File: src/adc_seq_map.svh
`ifndef ADC_SEQ_MAP_SVH
`define ADC_SEQ_MAP_SVH
// ----------------------------------------
// Register offsets
// ----------------------------------------
`define OFF_CTRL0 8'h00
`define OFF_CTRL1 8'h04
`define OFF_IRQ 8'h08
`define OFF_RESH 8'h0C
`define OFF_RESL 8'h10
// ----------------------------------------
// Field positions
// ----------------------------------------
`define C0_START 7
`define C0_BUSY 6
`define C0_PWR 5
`define C0_ALIGN 4
`define C1_SRC_HI 7
`define C1_SRC_LO 5
`define C1_REF_HI 4
`define C1_REF_LO 3
`define C1_DIV_HI 2
`define IRQ_GE 0
`define IRQ_CE 1
`define IRQ_FLAG 2
// ----------------------------------------
// Codes, counts and reset values
// ----------------------------------------
`define SEL_QUARTER 3'h4
`define SEL_GND_LO 3'h1
`define SEL_GND_HI 3'h3
`define VREF_SUPPLY 2'h1
`define VREF_AMP 2'h2
`define SAMPLE_LAST 4'h3
`define CONV_LAST 4'hD
`define DIV_FULL 7'h7F
`define DIV_TOP 3'h7
`define REG_RESET 8'h00
`define RESP_OKAY 2'h0
`define RESP_SLVERR 2'h2
`endif

File: src/adc_seq_pkg.sv
package adc_seq_pkg;
  typedef enum logic [1:0] {
    SRC_EXT = 2'b00, SRC_GND = 2'b01, SRC_QUARTER = 2'b10
  } src_route_t;
  typedef enum logic [1:0] {
    REF_PIN = 2'b00, REF_SUPPLY = 2'b01, REF_AMP = 2'b10
  } ref_route_t;
  typedef enum logic [1:0] {
    ST_IDLE = 2'b00, ST_HOLD = 2'b01, ST_SAMPLE = 2'b10, ST_CONVERT = 2'b11
  } seq_state_t;
  typedef struct packed {
    logic power;
    logic sampling;
    logic converting;
    src_route_t source;
    logic [3:0] channel;
    ref_route_t reference;
  } analog_ctrl_t;
endpackage

File: src/adc_conversion_sequencer.sv
`timescale 1ns/1ps
`include "adc_seq_map.svh"
// Contract
// A start pulse is start bit low, high, then low again.
// A started conversion sets busy and keeps it set while converting.
// Busy clears when the conversion completes.
// Completion sets the request flag; with both enables the interrupt is raised.
// Divider code selects fsys divided by 1 up to 128 in powers of two.
// Software keeps the conversion clock period between 0.5 and 10 us.
// Software waits a settling delay after power enable before starting.
// Conversion is 4 sampling plus 10 converting clocks, 14 in total.
// Power enable low switches the converter circuitry off.
// Software parks the channel field at 1000..1111 before internal source.
// Software disables the reference pin when an internal reference is used.
// Software sets result alignment before starting.
// Software sets both interrupt enables before starting for interrupt use.
// After busy falls the result is readable in high and low bytes.
// Result is 10 bits, full scale 3FF.
// Without interrupt, software polls busy until zero.
// Alignment 0 gives high=D9..2, low=D1..0; 1 gives high=D9..8, low=D7..0.
// Source 000,101..111 external; 100 quarter supply; 001..011 ground.
// Reference 01 supply, 10 amplifier output, otherwise the reference pin.
// Start high holds conversion reset; conversion begins on its fall.
// With power enable low a start pulse is ignored.
module adc_conversion_sequencer (
  input wire logic aclk,
  input wire logic aresetn,
  input wire logic [7:0] s_axi_awaddr,
  input wire logic s_axi_awvalid,
  output logic s_axi_awready,
  input wire logic [31:0] s_axi_wdata,
  input wire logic [3:0] s_axi_wstrb,
  input wire logic s_axi_wvalid,
  output logic s_axi_wready,
  output logic [1:0] s_axi_bresp,
  output logic s_axi_bvalid,
  input wire logic s_axi_bready,
  input wire logic [7:0] s_axi_araddr,
  input wire logic s_axi_arvalid,
  output logic s_axi_arready,
  output logic [31:0] s_axi_rdata,
  output logic [1:0] s_axi_rresp,
  output logic s_axi_rvalid,
  input wire logic s_axi_rready,
  input wire logic [9:0] conv_data,
  output adc_seq_pkg::analog_ctrl_t analog_ctrl,
  output logic conv_irq
);
  // ----------------------------------------
  // Bus slave
  // ----------------------------------------
  logic awready_q, wready_q, bvalid_q, arready_q, rvalid_q;
  logic aw_have_q, w_have_q;
  logic [7:0] waddr_q, wdata_q;
  logic wstrb_q;
  logic [1:0] bresp_q, rresp_q;
  logic [31:0] rdata_q;
  wire logic aw_take = s_axi_awvalid & awready_q;
  wire logic w_take = s_axi_wvalid & wready_q;
  wire logic b_done = bvalid_q & s_axi_bready;
  wire logic ar_take = s_axi_arvalid & arready_q;
  wire logic r_done = rvalid_q & s_axi_rready;
  wire logic do_wr = aw_have_q & w_have_q & ~bvalid_q;
  wire logic wr_hit = (waddr_q == `OFF_CTRL0) | (waddr_q == `OFF_CTRL1) |
    (waddr_q == `OFF_IRQ) | (waddr_q == `OFF_RESH) | (waddr_q == `OFF_RESL);
  wire logic wr_en = do_wr & wstrb_q;
  wire logic wr_c0 = wr_en & (waddr_q == `OFF_CTRL0);
  wire logic wr_c1 = wr_en & (waddr_q == `OFF_CTRL1);
  wire logic wr_irq = wr_en & (waddr_q == `OFF_IRQ);

  always_ff @(posedge aclk) begin
    if (!aresetn) begin
      awready_q <= 1'b1;
      wready_q <= 1'b1;
      aw_have_q <= 1'b0;
      w_have_q <= 1'b0;
      bvalid_q <= 1'b0;
      bresp_q <= `RESP_OKAY;
      waddr_q <= `REG_RESET;
      wdata_q <= `REG_RESET;
      wstrb_q <= 1'b0;
    end else begin
      if (aw_take) begin
        awready_q <= 1'b0;
        aw_have_q <= 1'b1;
        waddr_q <= s_axi_awaddr;
      end
      if (w_take) begin
        wready_q <= 1'b0;
        w_have_q <= 1'b1;
        wdata_q <= s_axi_wdata[7:0];
        wstrb_q <= s_axi_wstrb[0];
      end
      if (do_wr) begin
        aw_have_q <= 1'b0;
        w_have_q <= 1'b0;
        bvalid_q <= 1'b1;
        bresp_q <= wr_hit ? `RESP_OKAY : `RESP_SLVERR;
      end
      if (b_done) begin
        bvalid_q <= 1'b0;
        awready_q <= 1'b1;
        wready_q <= 1'b1;
      end
    end
  end

  // ----------------------------------------
  // Control registers
  // ----------------------------------------
  logic [7:0] c0_q, c1_q;
  logic ge_q, ce_q, flag_q, start_prev_q, conv_irq_q;
  logic [9:0] res_q;
  adc_seq_pkg::seq_state_t state_q, state_d;
  logic [3:0] cnt_q;
  logic [6:0] pre_q;
  wire logic start = c0_q[`C0_START];
  wire logic pwr = c0_q[`C0_PWR];
  wire logic align = c0_q[`C0_ALIGN];
  wire logic [2:0] src_sel = c1_q[`C1_SRC_HI:`C1_SRC_LO];
  wire logic [1:0] ref_sel = c1_q[`C1_REF_HI:`C1_REF_LO];
  wire logic [2:0] div_sel = c1_q[`C1_DIV_HI:0];
  wire logic busy = (state_q == adc_seq_pkg::ST_SAMPLE) |
    (state_q == adc_seq_pkg::ST_CONVERT);
  wire logic start_fall = start_prev_q & ~start;
  wire logic [6:0] div_mask = `DIV_FULL >> (`DIV_TOP - div_sel);
  wire logic tick = busy & (pre_q == div_mask);
  wire logic done = (state_q == adc_seq_pkg::ST_CONVERT) & tick &
    (cnt_q == `CONV_LAST) & pwr & ~start;
  wire logic [9:0] data_s;
  // Alignment applied on read, so a late change reformats the held result
  wire logic [7:0] res_hi = align ? {6'h00, res_q[9:8]} : res_q[9:2];
  wire logic [7:0] res_lo = align ? res_q[7:0] : {res_q[1:0], 6'h00};
  wire logic [7:0] c0_view = {start, busy, c0_q[5:0]};
  wire logic [7:0] irq_view = {5'h00, flag_q, ce_q, ge_q};
  wire logic rd_hit = (s_axi_araddr == `OFF_CTRL0) |
    (s_axi_araddr == `OFF_CTRL1) | (s_axi_araddr == `OFF_IRQ) |
    (s_axi_araddr == `OFF_RESH) | (s_axi_araddr == `OFF_RESL);
  wire logic [7:0] rd_byte =
    (s_axi_araddr == `OFF_CTRL0) ? c0_view :
    (s_axi_araddr == `OFF_CTRL1) ? c1_q :
    (s_axi_araddr == `OFF_IRQ) ? irq_view :
    (s_axi_araddr == `OFF_RESH) ? res_hi :
    (s_axi_araddr == `OFF_RESL) ? res_lo : `REG_RESET;

  always_ff @(posedge aclk) begin
    if (!aresetn) begin
      arready_q <= 1'b1;
      rvalid_q <= 1'b0;
      rdata_q <= 32'h00000000;
      rresp_q <= `RESP_OKAY;
    end else if (ar_take) begin
      arready_q <= 1'b0;
      rvalid_q <= 1'b1;
      rdata_q <= {24'h000000, rd_byte};
      rresp_q <= rd_hit ? `RESP_OKAY : `RESP_SLVERR;
    end else if (r_done) begin
      rvalid_q <= 1'b0;
      arready_q <= 1'b1;
    end
  end

  always_ff @(posedge aclk) begin
    if (!aresetn) begin
      c0_q <= `REG_RESET;
      c1_q <= `REG_RESET;
      ge_q <= 1'b0;
      ce_q <= 1'b0;
      flag_q <= 1'b0;
      start_prev_q <= 1'b0;
      conv_irq_q <= 1'b0;
    end else begin
      if (wr_c0) c0_q <= wdata_q;
      if (wr_c1) c1_q <= wdata_q;
      if (wr_irq) begin
        ge_q <= wdata_q[`IRQ_GE];
        ce_q <= wdata_q[`IRQ_CE];
      end
      // Completion beats a clear in the same cycle
      flag_q <= done | (wr_irq ? wdata_q[`IRQ_FLAG] : flag_q);
      start_prev_q <= start;
      conv_irq_q <= flag_q & ge_q & ce_q;
    end
  end

  // ----------------------------------------
  // Result input synchroniser
  // ----------------------------------------
  genvar i;
  generate
    for (i = 0; i < 10; i++) begin : g_sync
      logic s1_q, s2_q, s3_q, v_q;
      always_ff @(posedge aclk) begin
        if (!aresetn) begin
          s1_q <= 1'b0;
          s2_q <= 1'b0;
          s3_q <= 1'b0;
          v_q <= 1'b0;
        end else begin
          s1_q <= conv_data[i];
          s2_q <= s1_q;
          s3_q <= s2_q;
          if (s2_q == s3_q) v_q <= s2_q;
        end
      end
      assign data_s[i] = v_q;
    end
  endgenerate

  // ----------------------------------------
  // Conversion sequencer
  // ----------------------------------------
  always_comb begin
    state_d = state_q;
    unique case (state_q)
      adc_seq_pkg::ST_IDLE: begin
        if (start) state_d = adc_seq_pkg::ST_HOLD;
      end
      adc_seq_pkg::ST_HOLD: begin
        if (start_fall) state_d = adc_seq_pkg::ST_SAMPLE;
      end
      adc_seq_pkg::ST_SAMPLE: begin
        if (tick && cnt_q == `SAMPLE_LAST) state_d = adc_seq_pkg::ST_CONVERT;
      end
      adc_seq_pkg::ST_CONVERT: begin
        if (done) state_d = adc_seq_pkg::ST_IDLE;
      end
    endcase
    if (start && state_q != adc_seq_pkg::ST_IDLE) state_d = adc_seq_pkg::ST_HOLD;
    if (!pwr) state_d = adc_seq_pkg::ST_IDLE;
  end

  always_ff @(posedge aclk) begin
    if (!aresetn) begin
      state_q <= adc_seq_pkg::ST_IDLE;
      cnt_q <= 4'h0;
      pre_q <= 7'h00;
      res_q <= 10'h000;
    end else begin
      state_q <= state_d;
      // Prescaler restarts with each conversion so the first clock is whole
      pre_q <= (!busy || tick) ? 7'h00 : pre_q + 7'h01;
      cnt_q <= !busy ? 4'h0 : (tick ? cnt_q + 4'h1 : cnt_q);
      if (done) res_q <= data_s;
    end
  end

  // ----------------------------------------
  // Analog controls and outputs
  // ----------------------------------------
  adc_seq_pkg::analog_ctrl_t analog_q, analog_d;
  always_comb begin
    analog_d.power = pwr;
    analog_d.sampling = pwr && state_d == adc_seq_pkg::ST_SAMPLE;
    analog_d.converting = pwr && state_d == adc_seq_pkg::ST_CONVERT;
    analog_d.channel = c0_q[3:0];
    if (src_sel == `SEL_QUARTER) analog_d.source = adc_seq_pkg::SRC_QUARTER;
    else if (src_sel >= `SEL_GND_LO && src_sel <= `SEL_GND_HI)
      analog_d.source = adc_seq_pkg::SRC_GND;
    else analog_d.source = adc_seq_pkg::SRC_EXT;
    if (ref_sel == `VREF_SUPPLY) analog_d.reference = adc_seq_pkg::REF_SUPPLY;
    else if (ref_sel == `VREF_AMP) analog_d.reference = adc_seq_pkg::REF_AMP;
    else analog_d.reference = adc_seq_pkg::REF_PIN;
  end

  always_ff @(posedge aclk) begin
    if (!aresetn) analog_q <= '0;
    else analog_q <= analog_d;
  end

  assign analog_ctrl = analog_q;
  assign conv_irq = conv_irq_q;
  assign s_axi_awready = awready_q;
  assign s_axi_wready = wready_q;
  assign s_axi_bvalid = bvalid_q;
  assign s_axi_bresp = bresp_q;
  assign s_axi_arready = arready_q;
  assign s_axi_rvalid = rvalid_q;
  assign s_axi_rdata = rdata_q;
  assign s_axi_rresp = rresp_q;

  // Previous-cycle copies so a normal end is told apart from an abort
  logic busy_prev_q, pwr_prev_q;
  always_ff @(posedge aclk) begin
    if (!aresetn) begin
      busy_prev_q <= 1'b0;
      pwr_prev_q <= 1'b0;
    end else begin
      busy_prev_q <= busy;
      pwr_prev_q <= pwr;
    end
  end
  wire logic end_ok = busy_prev_q & ~busy & pwr_prev_q & ~start_prev_q;
endmodule // adc_conversion_sequencer

File: config.mk
export PLATFORM = sky130hd
export DESIGN_NAME = adc_conversion_sequencer
export DESIGN_NICKNAME = d
export VERILOG_FILES = /design/src/adc_seq_pkg.sv /design/src/adc_conversion_sequencer.sv
export VERILOG_INCLUDE_DIRS = /design/src /design/src/src
export SDC_FILE = /design/constraint.sdc
export NUM_CORES = 1
export LEC_CHECK = 0
export BUFFER_PORTS_ARGS = -buffer_cell sky130_fd_sc_hd__buf_4
export CELL_PAD_IN_SITES_DETAIL_PLACEMENT = 1
export CELL_PAD_IN_SITES_GLOBAL_PLACEMENT = 2
export CORE_UTILIZATION = 32
export CTS_BUF_LIST = sky130_fd_sc_hd__clkbuf_16
export CTS_CLUSTER_DIAMETER = 80
export DETAILED_ROUTE_END_ITERATION = 10
export HOLD_SLACK_MARGIN = 0.03
export PLACE_DENSITY = 0.79
export SLEW_MARGIN = 20
export SYNTH_ARGS = -nofsm -noshare
export SYNTH_HDL_FRONTEND = slang
export SYNTH_SLANG_ARGS = --single-unit
File: constraint.sdc
create_clock -name aclk -period 2.62 [get_ports aclk]
set_input_delay 0 -clock aclk [delete_from_list [all_inputs] [get_ports aclk]]
set_output_delay 0 -clock aclk [all_outputs]
set_load 0.01 [all_outputs]
==> flow_metrics.tcl, run 1 <==
set metrics [dict create \
    status "complete, no violations" \
    cts-root-buf "clkbuf_16" \
    synth-seq-cells 128 \
    finalClockSkew_ns 0.00717 \
    async_flop_share_pct 0 \
    hold_slack_ns 0.0437 \
    synth.top_cells.by_area "dfxtp_1 (49%), mux2i_1 (6.7%), nor2b_1 (5.0%)" \
    rsz0062_at_grt "no" \
    die_h_um 130 \
    power.total_mw 4.55 \
    cts.sinks 128 \
    placed_cells 819 \
    hold_path_class "in -> reg" \
    slew_viol_final 0 \
    chipWidth_um 130 \
    finalCritPeriodShare_pct 86.1 \
    htreeDepth 4 \
    cts_setup_buffers 0 \
    routed_via_density 4.67 \
    fin_nets 735 \
    path_clk_slew_ns 0.05 \
    cts_inserted_buffers 17 \
    yosysWarnings 0 \
    cp-end-kind "register" \
    synth_top_area_share_pct 48.7 \
    diodes 0 \
    drt_pass1_iterations 4 \
    worst_pin_slew_ns 0.687 \
    max_freq_ghz 0.443 \
    ir_drop_uv 455 \
    fin_ws_ns 0.365 \
    ios 122 \
    fin_tns_setup_ns 0 \
    worst_setup_path_start_kind "register" \
    gp_congestion 0.765 \
    required_ns 2.93 \
    p_leak_nw 2.77 \
    rows 46 \
    antenna_found_initial 0 \
    final_util_pct 42.6 \
    grt_pass1_wl_um 20900 \
    finalHoldViolCount 0 \
    crit_fanout 12 \
    grtUsageTotal_pct 16.2 \
    arrival_ns 2.57 \
    clk_latency_ns 0.42 \
    drt_iter0_drc 164 \
    die_area_um2 17000 \
    layout-drive-gt1-share_pct 15.4 \
    fin_crit_ns 2.26 \
    synth_edf_count 0 \
    ys.flop_type "dfxtp_1" \
    slew_headroom_pct 54.1 \
    stdcell_count 892 \
    setup_violations 0 \
    placed_area_um2 5840 \
    hpwl_um 8750 \
    syn_avg_cell_area_um2 9.37 \
    grt_max_degree 65 \
    io_buffers 68 \
    vias 4169 \
    drc 0 \
    final_cell_area_um2 6820 \
    path_class "reg -> reg" \
    cellPowerDensity_nw_per_um2 668 \
    wl_per_cell_um 14.2 \
    dp_slack_ns 0.384 \
    start_util_pct 32.9 \
    synthCells 562 \
    cts_tree "done" \
    gr-total-overflow 0 \
    postRouteAntennaNets 0 \
    core_area_um2 16000 \
    fill_cells 1881 \
    drv_cap 0 \
    grt_pass1_vias 4322 \
    ys_types 48 \
    synthesis.area_um2 5270 \
    routed_wl_um 12700 \
    synth_top_area_cell "dfxtp_1" \
    reg2reg_slack_ns 0.36 \
    yosysSeqAreaShare_pct 48.7 \
    clk_path_buf_depth 2 \
    area_growth_pct 29.5 \
]
[state kept, by name (all words and copies together) (netlist names), 4 cells and up]
signal	count
g_sync.s3_q	10
res_q	10
g_sync.s2_q	10
s_axi_rdata	8
g_sync.s1_q	10
wdata_q	8
pre_q	7
cnt_q	4
waddr_q	8
c1_q	8
c0_q	7
g_sync.v_q	10
analog_ctrl	11
[power by group]
group          switching, mW  total [mW]  internal (mW)
Combinational          0.123       0.264          0.141
Clock                  0.808        2.26           1.45
Sequential            0.0300        2.03           2.00
Total                  0.961        4.55           3.59
[layout by cell type, fill, tap and decap left out, drive strengths merged, types with 11 or more instances in the layout]
master | synthesis | final
conb | 1 | 26
mux2i | 35 | 35
nor2b | 42 | 42
and2 | 39 | 39
inv | 10 | 16
buf | 31 | 72
nand2 | 55 | 55
nor2 | 32 | 32
dlygate4sd3 | 0 | 41
nor3 | 11 | 11
a21oi | 12 | 12
a21boi | 29 | 29
nand3 | 14 | 14
clkbuf | 25 | 17
o21ai | 28 | 28
dfxtp | 128 | 128
[cell families after synthesis]
kind of cell               share of synthesized area, %
DFF                                                48.7
buffers and inverters                              6.92
xor gates and xnor gates                           1.16
adders and majority gates                         0.713
AOI/OAI and AO/OA                                  12.8
muxes                                              7.30
other                                            0.0712
and+or+nand+nor                                    22.4
[cell usage after synthesis (3+ instances only)]
library cell,count
dfxtp_1,128
nand2_1,55
nor2b_1,42
and2_1,39
mux2i_1,35
nor2_1,31
a21boi_0,29
o21ai_0,28
buf_4,26
clkbuf_1,25
nand3_1,14
a21oi_1,12
nor3_1,11
inv_1,10
a31oi_1,8
a22oi_1,6
nand2b_1,5
xnor2_1,5
a211oi_1,3
a221oi_1,3
buf_2,3
ha_1,3
mux2_2,3
o21a_1,3
[worst max-delay path, cell delays in order, from the launching register on]
cell      delay [ns]
dfxtp_1         0.43
or4_4           0.58
nor2_4          0.13
o311ai_4        0.14
nor4b_4         0.30
buf_4           0.28
mux2i_1         0.22
nor2b_1         0.06
[final timing paths]
path                                     start        endpoint  cells past startpoint
worst min-delay path                   aresetn   s_axi_arready                      2
worst max-delay path                   c1_q[2]        res_q[9]                      7
worst max register to register         c1_q[2]        res_q[9]                      7
worst min register to register  g_sync[4].s1_q  g_sync[4].s2_q                      1
[repair_timing]
item,4_1_cts,5_1_grt
hold buffers,41,0
hold endpoints to repair,35,0
resized for setup,0,0
[area by class of cell]
type,count,area [um2],area share [%]
inverter,10,37.5,0.551
sequential,128,2560,37.6
clock inverter,15,138,2.02
tap,216,270,3.96
timing repair buffer,113,951,14.0
multi-input combinational,393,2430,35.7
clock buffer,17,425,6.24
[metal layers]
metal | part of all wire [%] | GRT usage (%) | wire length [um]
met3 | 3.2 | 4.02 | 412
met2 | 50 | 27.3 | 6330
met4 | 2.4 | 8.62 | 299
met5 | 0 | 0 | 0
met1 | 45 | 18.8 | 5670
(Power assumes the default switching activity.)
==> run 2: changes to the inputs <==
--- a/config.mk
+++ b/config.mk
@@ -7,14 +7,12 @@
 export NUM_CORES = 1
 export LEC_CHECK = 0
 export BUFFER_PORTS_ARGS = -buffer_cell sky130_fd_sc_hd__buf_4
-export CELL_PAD_IN_SITES_DETAIL_PLACEMENT = 1
-export CELL_PAD_IN_SITES_GLOBAL_PLACEMENT = 2
-export CORE_UTILIZATION = 32
+export CORE_UTILIZATION = 54
 export CTS_BUF_LIST = sky130_fd_sc_hd__clkbuf_16
 export CTS_CLUSTER_DIAMETER = 80
 export DETAILED_ROUTE_END_ITERATION = 10
 export HOLD_SLACK_MARGIN = 0.03
-export PLACE_DENSITY = 0.79
+export PLACE_DENSITY = 0.81
 export SLEW_MARGIN = 20
 export SYNTH_ARGS = -nofsm -noshare
 export SYNTH_HDL_FRONTEND = slang
==> flow_metrics.tcl, run 2 (same netlist as run 1, synthesis figures left out) <==
set metrics [dict create \
    antenna_found_initial 0 \
    setup_violations 0 \
    grtUsageTotal_pct 24.0 \
    slew_viol_final 0 \
    fin_nets 739 \
    cp-end-kind "register" \
    rows 35 \
    worst_setup_path_start_kind "register" \
    hpwl_um 7160 \
    chipWidth_um 101 \
    dp_slack_ns 0.333 \
    cts_tree "done" \
    worst_pin_slew_ns 0.707 \
    status "complete, no violations" \
    net-switching-power_mw 1.01 \
    path_class "reg -> reg" \
    drt_pass1_iterations 4 \
    placed_cells 732 \
    fill_cells 684 \
    drv_cap 0 \
    die_area_um2 10100 \
    cts_setup_buffers 0 \
    fin_ws_ns 0.313 \
    fin_crit_ns 2.31 \
    drc 0 \
    p_leak_nw 2.80 \
    intPower_mw 3.72 \
    gp_congestion 0.885 \
    cts-hold-fix-buffers 45 \
    die_h_um 101 \
    core_area_um2 9330 \
    finalCritPeriodShare_pct 88.0 \
    reg2reg_slack_ns 0.31 \
    stdcell_count 809 \
    routed_wl_um 11500 \
    final_util_pct 72.9 \
    vias 4210 \
    hold_path_class "in -> reg" \
    slew_headroom_pct 52.8 \
    power_frac_comb_pct 5.7 \
    htreeDepth 4 \
    grt_pass1_vias 4032 \
    diodes 0 \
    crit_fanout 12 \
    clk_path_buf_depth 2 \
    rsz0062_at_grt "no" \
    io_buffers 68 \
    largest_register_ffs 11 \
    routed_via_density 5.20 \
    area_growth_pct 29.2 \
    arrival_ns 2.60 \
    clk_latency_ns 0.41 \
    power.share.clock_pct 51.6 \
    max_stage_delay_ns 0.59 \
    cts_inserted_buffers 17 \
    cellPowerDensity_nw_per_um2 696 \
    swShare_pct 21.4 \
    max_freq_ghz 0.434 \
    mostFrequentLayoutCell "dfxtp_1" \
    start_util_pct 56.4 \
    ios 122 \
    cts.sinks 128 \
    wl_per_cell_um 14.3 \
    cts_resized 0 \
    gr-total-overflow 0 \
    layout-drive-gt1-share_pct 16.2 \
    required_ns 2.91 \
    postRouteAntennaNets 0 \
    drt_iter0_drc 200 \
    critical_path.slowest_cell "or4_4" \
    seqPwrFrac_pct 42.7 \
    path_clk_slew_ns 0.06 \
    fin_tns_setup_ns 0 \
    mostFrequentLayoutCells "dfxtp_1 (128), buf_4 (72), nand2_1 (55), dlygate4sd3_1 (45), nor2b_1 (42)" \
    grt_pass1_wl_um 18800 \
    finalHoldViolCount 0 \
    cts-root-buf "clkbuf_16" \
    finalClockSkew_ns 0.0132 \
    ir_drop_uv 464 \
    crit_chain "or4_4 > nor2_4 > o311ai_4 > nor4b_4 > buf_4 > mux2i_1 > nor2b_1" \
    grt_max_degree 75 \
]
-- run 2: cell count changes in the layout (fill, tap and decap cells not counted), sizes merged --
| cell | previous run | this run |
|---|---|---|
| dlygate4sd3 | 41 | 45 |
| inv | 16 | 12 |
| clkinvlp | 0 | 2 |
| clkinv | 6 | 7 |
| bufinv | 3 | 4 |
-- run 2: cell type report --
class / instances / area (um2) / share of cell area (%)
flip-flops and latches: 128 / 2560 / 37.7
multi-input cells: 393 / 2430 / 35.8
repair buffers: 117 / 991 / 14.6
clock buffers: 17 / 425 / 6.26
clock inverters: 15 / 190 / 2.80
well taps: 129 / 161 / 2.37
inverters: 10 / 37.5 / 0.552
-- run 2: routing by layer --
layer  vias to the layer above  track usage [%]  wire length (um)
met2                       133             42.6              5830
li1                       2078                -                 -
met3                        13             6.73               627
met5                         -                0                 0
met4                         0             8.03               147
met1                      1986             27.9              4950
-- run 2: worst paths after layout --
| kind | start | end | cells after the start |
|---|---|---|---|
| max reg2reg | c1_q[2] | res_q[6] | 7 |
| max | c1_q[2] | res_q[6] | 7 |
| min reg2reg | g_sync[1].s1_q | g_sync[1].s2_q | 1 |
| min | s_axi_arvalid | s_axi_rdata[6] | 3 |
-- run 2: through the flow --
stage	power, mW	hold WS, ns	area, um2
after floorplan	2.21	0.100	5360
after global placement	2.26	0.199	5730
after detailed placement	2.27	0.211	5730
after CTS	4.75	0.0694	6800
after global routing	4.89	0.119	6800
final	4.74	0.0743	6800
-- run 2: critical path, delay by kind of cell (launching register included) --
family | cells | cell delay [ns]
buffers and inverters | 1 | 0.28
AOI/OAI and AO/OA | 1 | 0.14
and+or+nand+nor | 4 | 1.10
DFF | 1 | 0.42
muxes | 1 | 0.24
-- run 2: power groups by stage --
stage	clock (mW)	sequential [mW]	combinational, mW
4_1_cts	2.47	2.02	0.264
6_report	2.44	2.02	0.269
3_3_place_gp	0	2.06	0.202
3_5_place_dp	0	2.06	0.208
5_1_grt	2.57	2.03	0.296
2_1_floorplan	0	2.06	0.154
==> run 3: changes to the inputs <==
--- a/config.mk
+++ b/config.mk
@@ -12,7 +12,7 @@
 export CTS_CLUSTER_DIAMETER = 80
 export DETAILED_ROUTE_END_ITERATION = 10
 export HOLD_SLACK_MARGIN = 0.03
-export PLACE_DENSITY = 0.81
+export PLACE_DENSITY = 0.88
 export SLEW_MARGIN = 20
 export SYNTH_ARGS = -nofsm -noshare
 export SYNTH_HDL_FRONTEND = slang
==> flow_metrics.tcl, run 3 (same netlist as run 1, synthesis figures left out) <==
set metrics [dict create \
    status "complete, no violations" \
    critical_path.slowest_cell "or4_4" \
    gr-total-overflow 0 \
    fin_nets 736 \
    setup_violations 0 \
    power.total_mw 4.63 \
    mostFrequentLayoutCell "dfxtp_1" \
    drc 0 \
    start_util_pct 56.4 \
    cpLargestDelayFamily "simple AND/OR/NAND/NOR gates" \
    routed_via_density 5.18 \
    mostFrequentLayoutCells "dfxtp_1 (128), buf_4 (72), nand2_1 (55), nor2b_1 (42), dlygate4sd3_1 (42)" \
    cts_inserted_buffers 17 \
    max_stage_delay_ns 0.58 \
    drt_iter0_drc 283 \
    layout-drive-gt1-share_pct 16.5 \
    max_freq_ghz 0.425 \
    htreeDepth 4 \
    cts_tree "done" \
    path_class "reg -> reg" \
    ios 122 \
    path_clk_slew_ns 0.06 \
    grt_pass1_vias 3992 \
    r2r_cells 7 \
    routed_wl_um 11700 \
    gp_congestion 0.923 \
    diodes 0 \
    core_area_um2 9330 \
    crit_start "c1_q[1]" \
    crit_path_end "res_q[1]" \
    clk_path_buf_depth 2 \
    hpwl_um 7130 \
    grtUsageTotal_pct 23.6 \
    r2r-end "res_q[1]" \
    rows 35 \
    p_leak_nw 2.76 \
    hold_path_class "in -> reg" \
    grt_pass1_wl_um 18500 \
    finalClockSkew_ns 0.00862 \
    worst_setup_path_start_kind "register" \
    antenna_found_initial 0 \
    die_h_um 101 \
    io_buffers 68 \
    required_ns 2.91 \
    finalCritPeriodShare_pct 89.8 \
    reg2reg_slack_ns 0.27 \
    crit_fanout 10 \
    cts-root-buf "clkbuf_16" \
    largest_register_ffs 11 \
    drt_pass1_iterations 5 \
    clk_latency_ns 0.41 \
    cellPowerDensity_nw_per_um2 686 \
    placed_cells 732 \
    worst_pin_slew_ns 0.674 \
    slew_viol_final 0 \
    stdcell_count 806 \
    cts_resized 0 \
    rsz0062_at_grt "no" \
    ir_drop_uv 419 \
    reg2reg_from "c1_q[1]" \
    drv_cap 0 \
    fin_tns_setup_ns 0 \
    cp-end-kind "register" \
    finalHoldViolCount 0 \
    crit_chain "or4_4 > nor2_4 > o311ai_4 > nor4b_4 > buf_4 > mux2i_1 > nor2b_1" \
    chipWidth_um 101 \
    cts_setup_buffers 0 \
    cts.sinks 128 \
    area_growth_pct 28.2 \
    die_area_um2 10100 \
    wl_per_cell_um 14.5 \
    cts-hold-fix-buffers 42 \
    grt_max_degree 72 \
    arrival_ns 2.64 \
    vias 4175 \
    slew_headroom_pct 54.7 \
    critPathBufInv 1 \
    worst-path-stages 7 \
    fin_crit_ns 2.35 \
    postRouteAntennaNets 0 \
]
==> run 3: changes by cell type in the layout (fill, tap and decap cells not counted) <==
cell | previous run | this run
clkinvlp_4 | 2 | 4
dlygate4sd3_1 | 45 | 42
clkinv_2 | 1 | 3
clkinv_1 | 4 | 1
bufinv_16 | 4 | 3
clkinv_4 | 2 | 1
inv_1 | 10 | 11
==> run 3: worst min-delay path by stage <==
stage / end / slack (ns) / cells past startpoint / from
final: s_axi_rdata[6] / 0.06 / 3 / s_axi_arvalid
after global routing: s_axi_rdata[6] / 0.06 / 3 / s_axi_arvalid
after CTS: s_axi_rdata[6] / 0.04 / 3 / s_axi_arvalid
after detailed placement: g_sync[4].s1_q / 0.21 / 2 / conv_data[4]
after global placement: s_axi_wready / 0.20 / 2 / s_axi_wvalid
after floorplan: s_axi_wready / 0.10 / 1 / s_axi_wvalid
==> run 3: area by class of cell <==
class / count / area, um2
clock buffer: 17 / 425
clock inverter: 15 / 169
sequential: 128 / 2560
inverter: 10 / 37.5
fill: 618 / 2580
tap: 129 / 161
timing repair buffer: 114 / 961
multi-input combinational: 393 / 2430
==> run 3: stage by stage <==
| step | hold WS, ns | util, % | worst slack, ns | instance area [um2] |
|---|---|---|---|---|
| global placement | 0.200 | 61.5 | 0.412 | 5730 |
| finish | 0.0580 | 72.4 | 0.266 | 6750 |
| floorplan | 0.100 | - | 0.519 | 5360 |
| CTS | 0.0361 | 72.4 | 0.298 | 6750 |
| global route | 0.0623 | 72.4 | 0.196 | 6750 |
| detailed placement | 0.212 | 61.5 | 0.315 | 5730 |
==> run 3: worst register-to-register path, cell delays in order (launching register included) <==
cell and delay [ns]:
dfxtp_1 0.41, or4_4 0.58, nor2_4 0.11, o311ai_4 0.13, nor4b_4 0.40, buf_4 0.29
mux2i_1 0.25, nor2b_1 0.07
==> run 3: where the power goes <==
part	total, mW	switching (mW)	leakage, nW	internal [mW]
logic	0.267	0.124	1.44	0.143
registers	2.03	0.0308	1.04	1.99
clock network	2.34	0.851	0.284	1.49
==> run 3: per-layer routing <==
layer | up-vias | wire, um | global-route usage [%]
li1 | 2067 | - | -
met1 | 1942 | 5010 | 27.4
met2 | 150 | 5930 | 42.5
met3 | 16 | 578 | 5.27
met4 | 0 | 137 | 8.92
met5 | - | 0 | 0
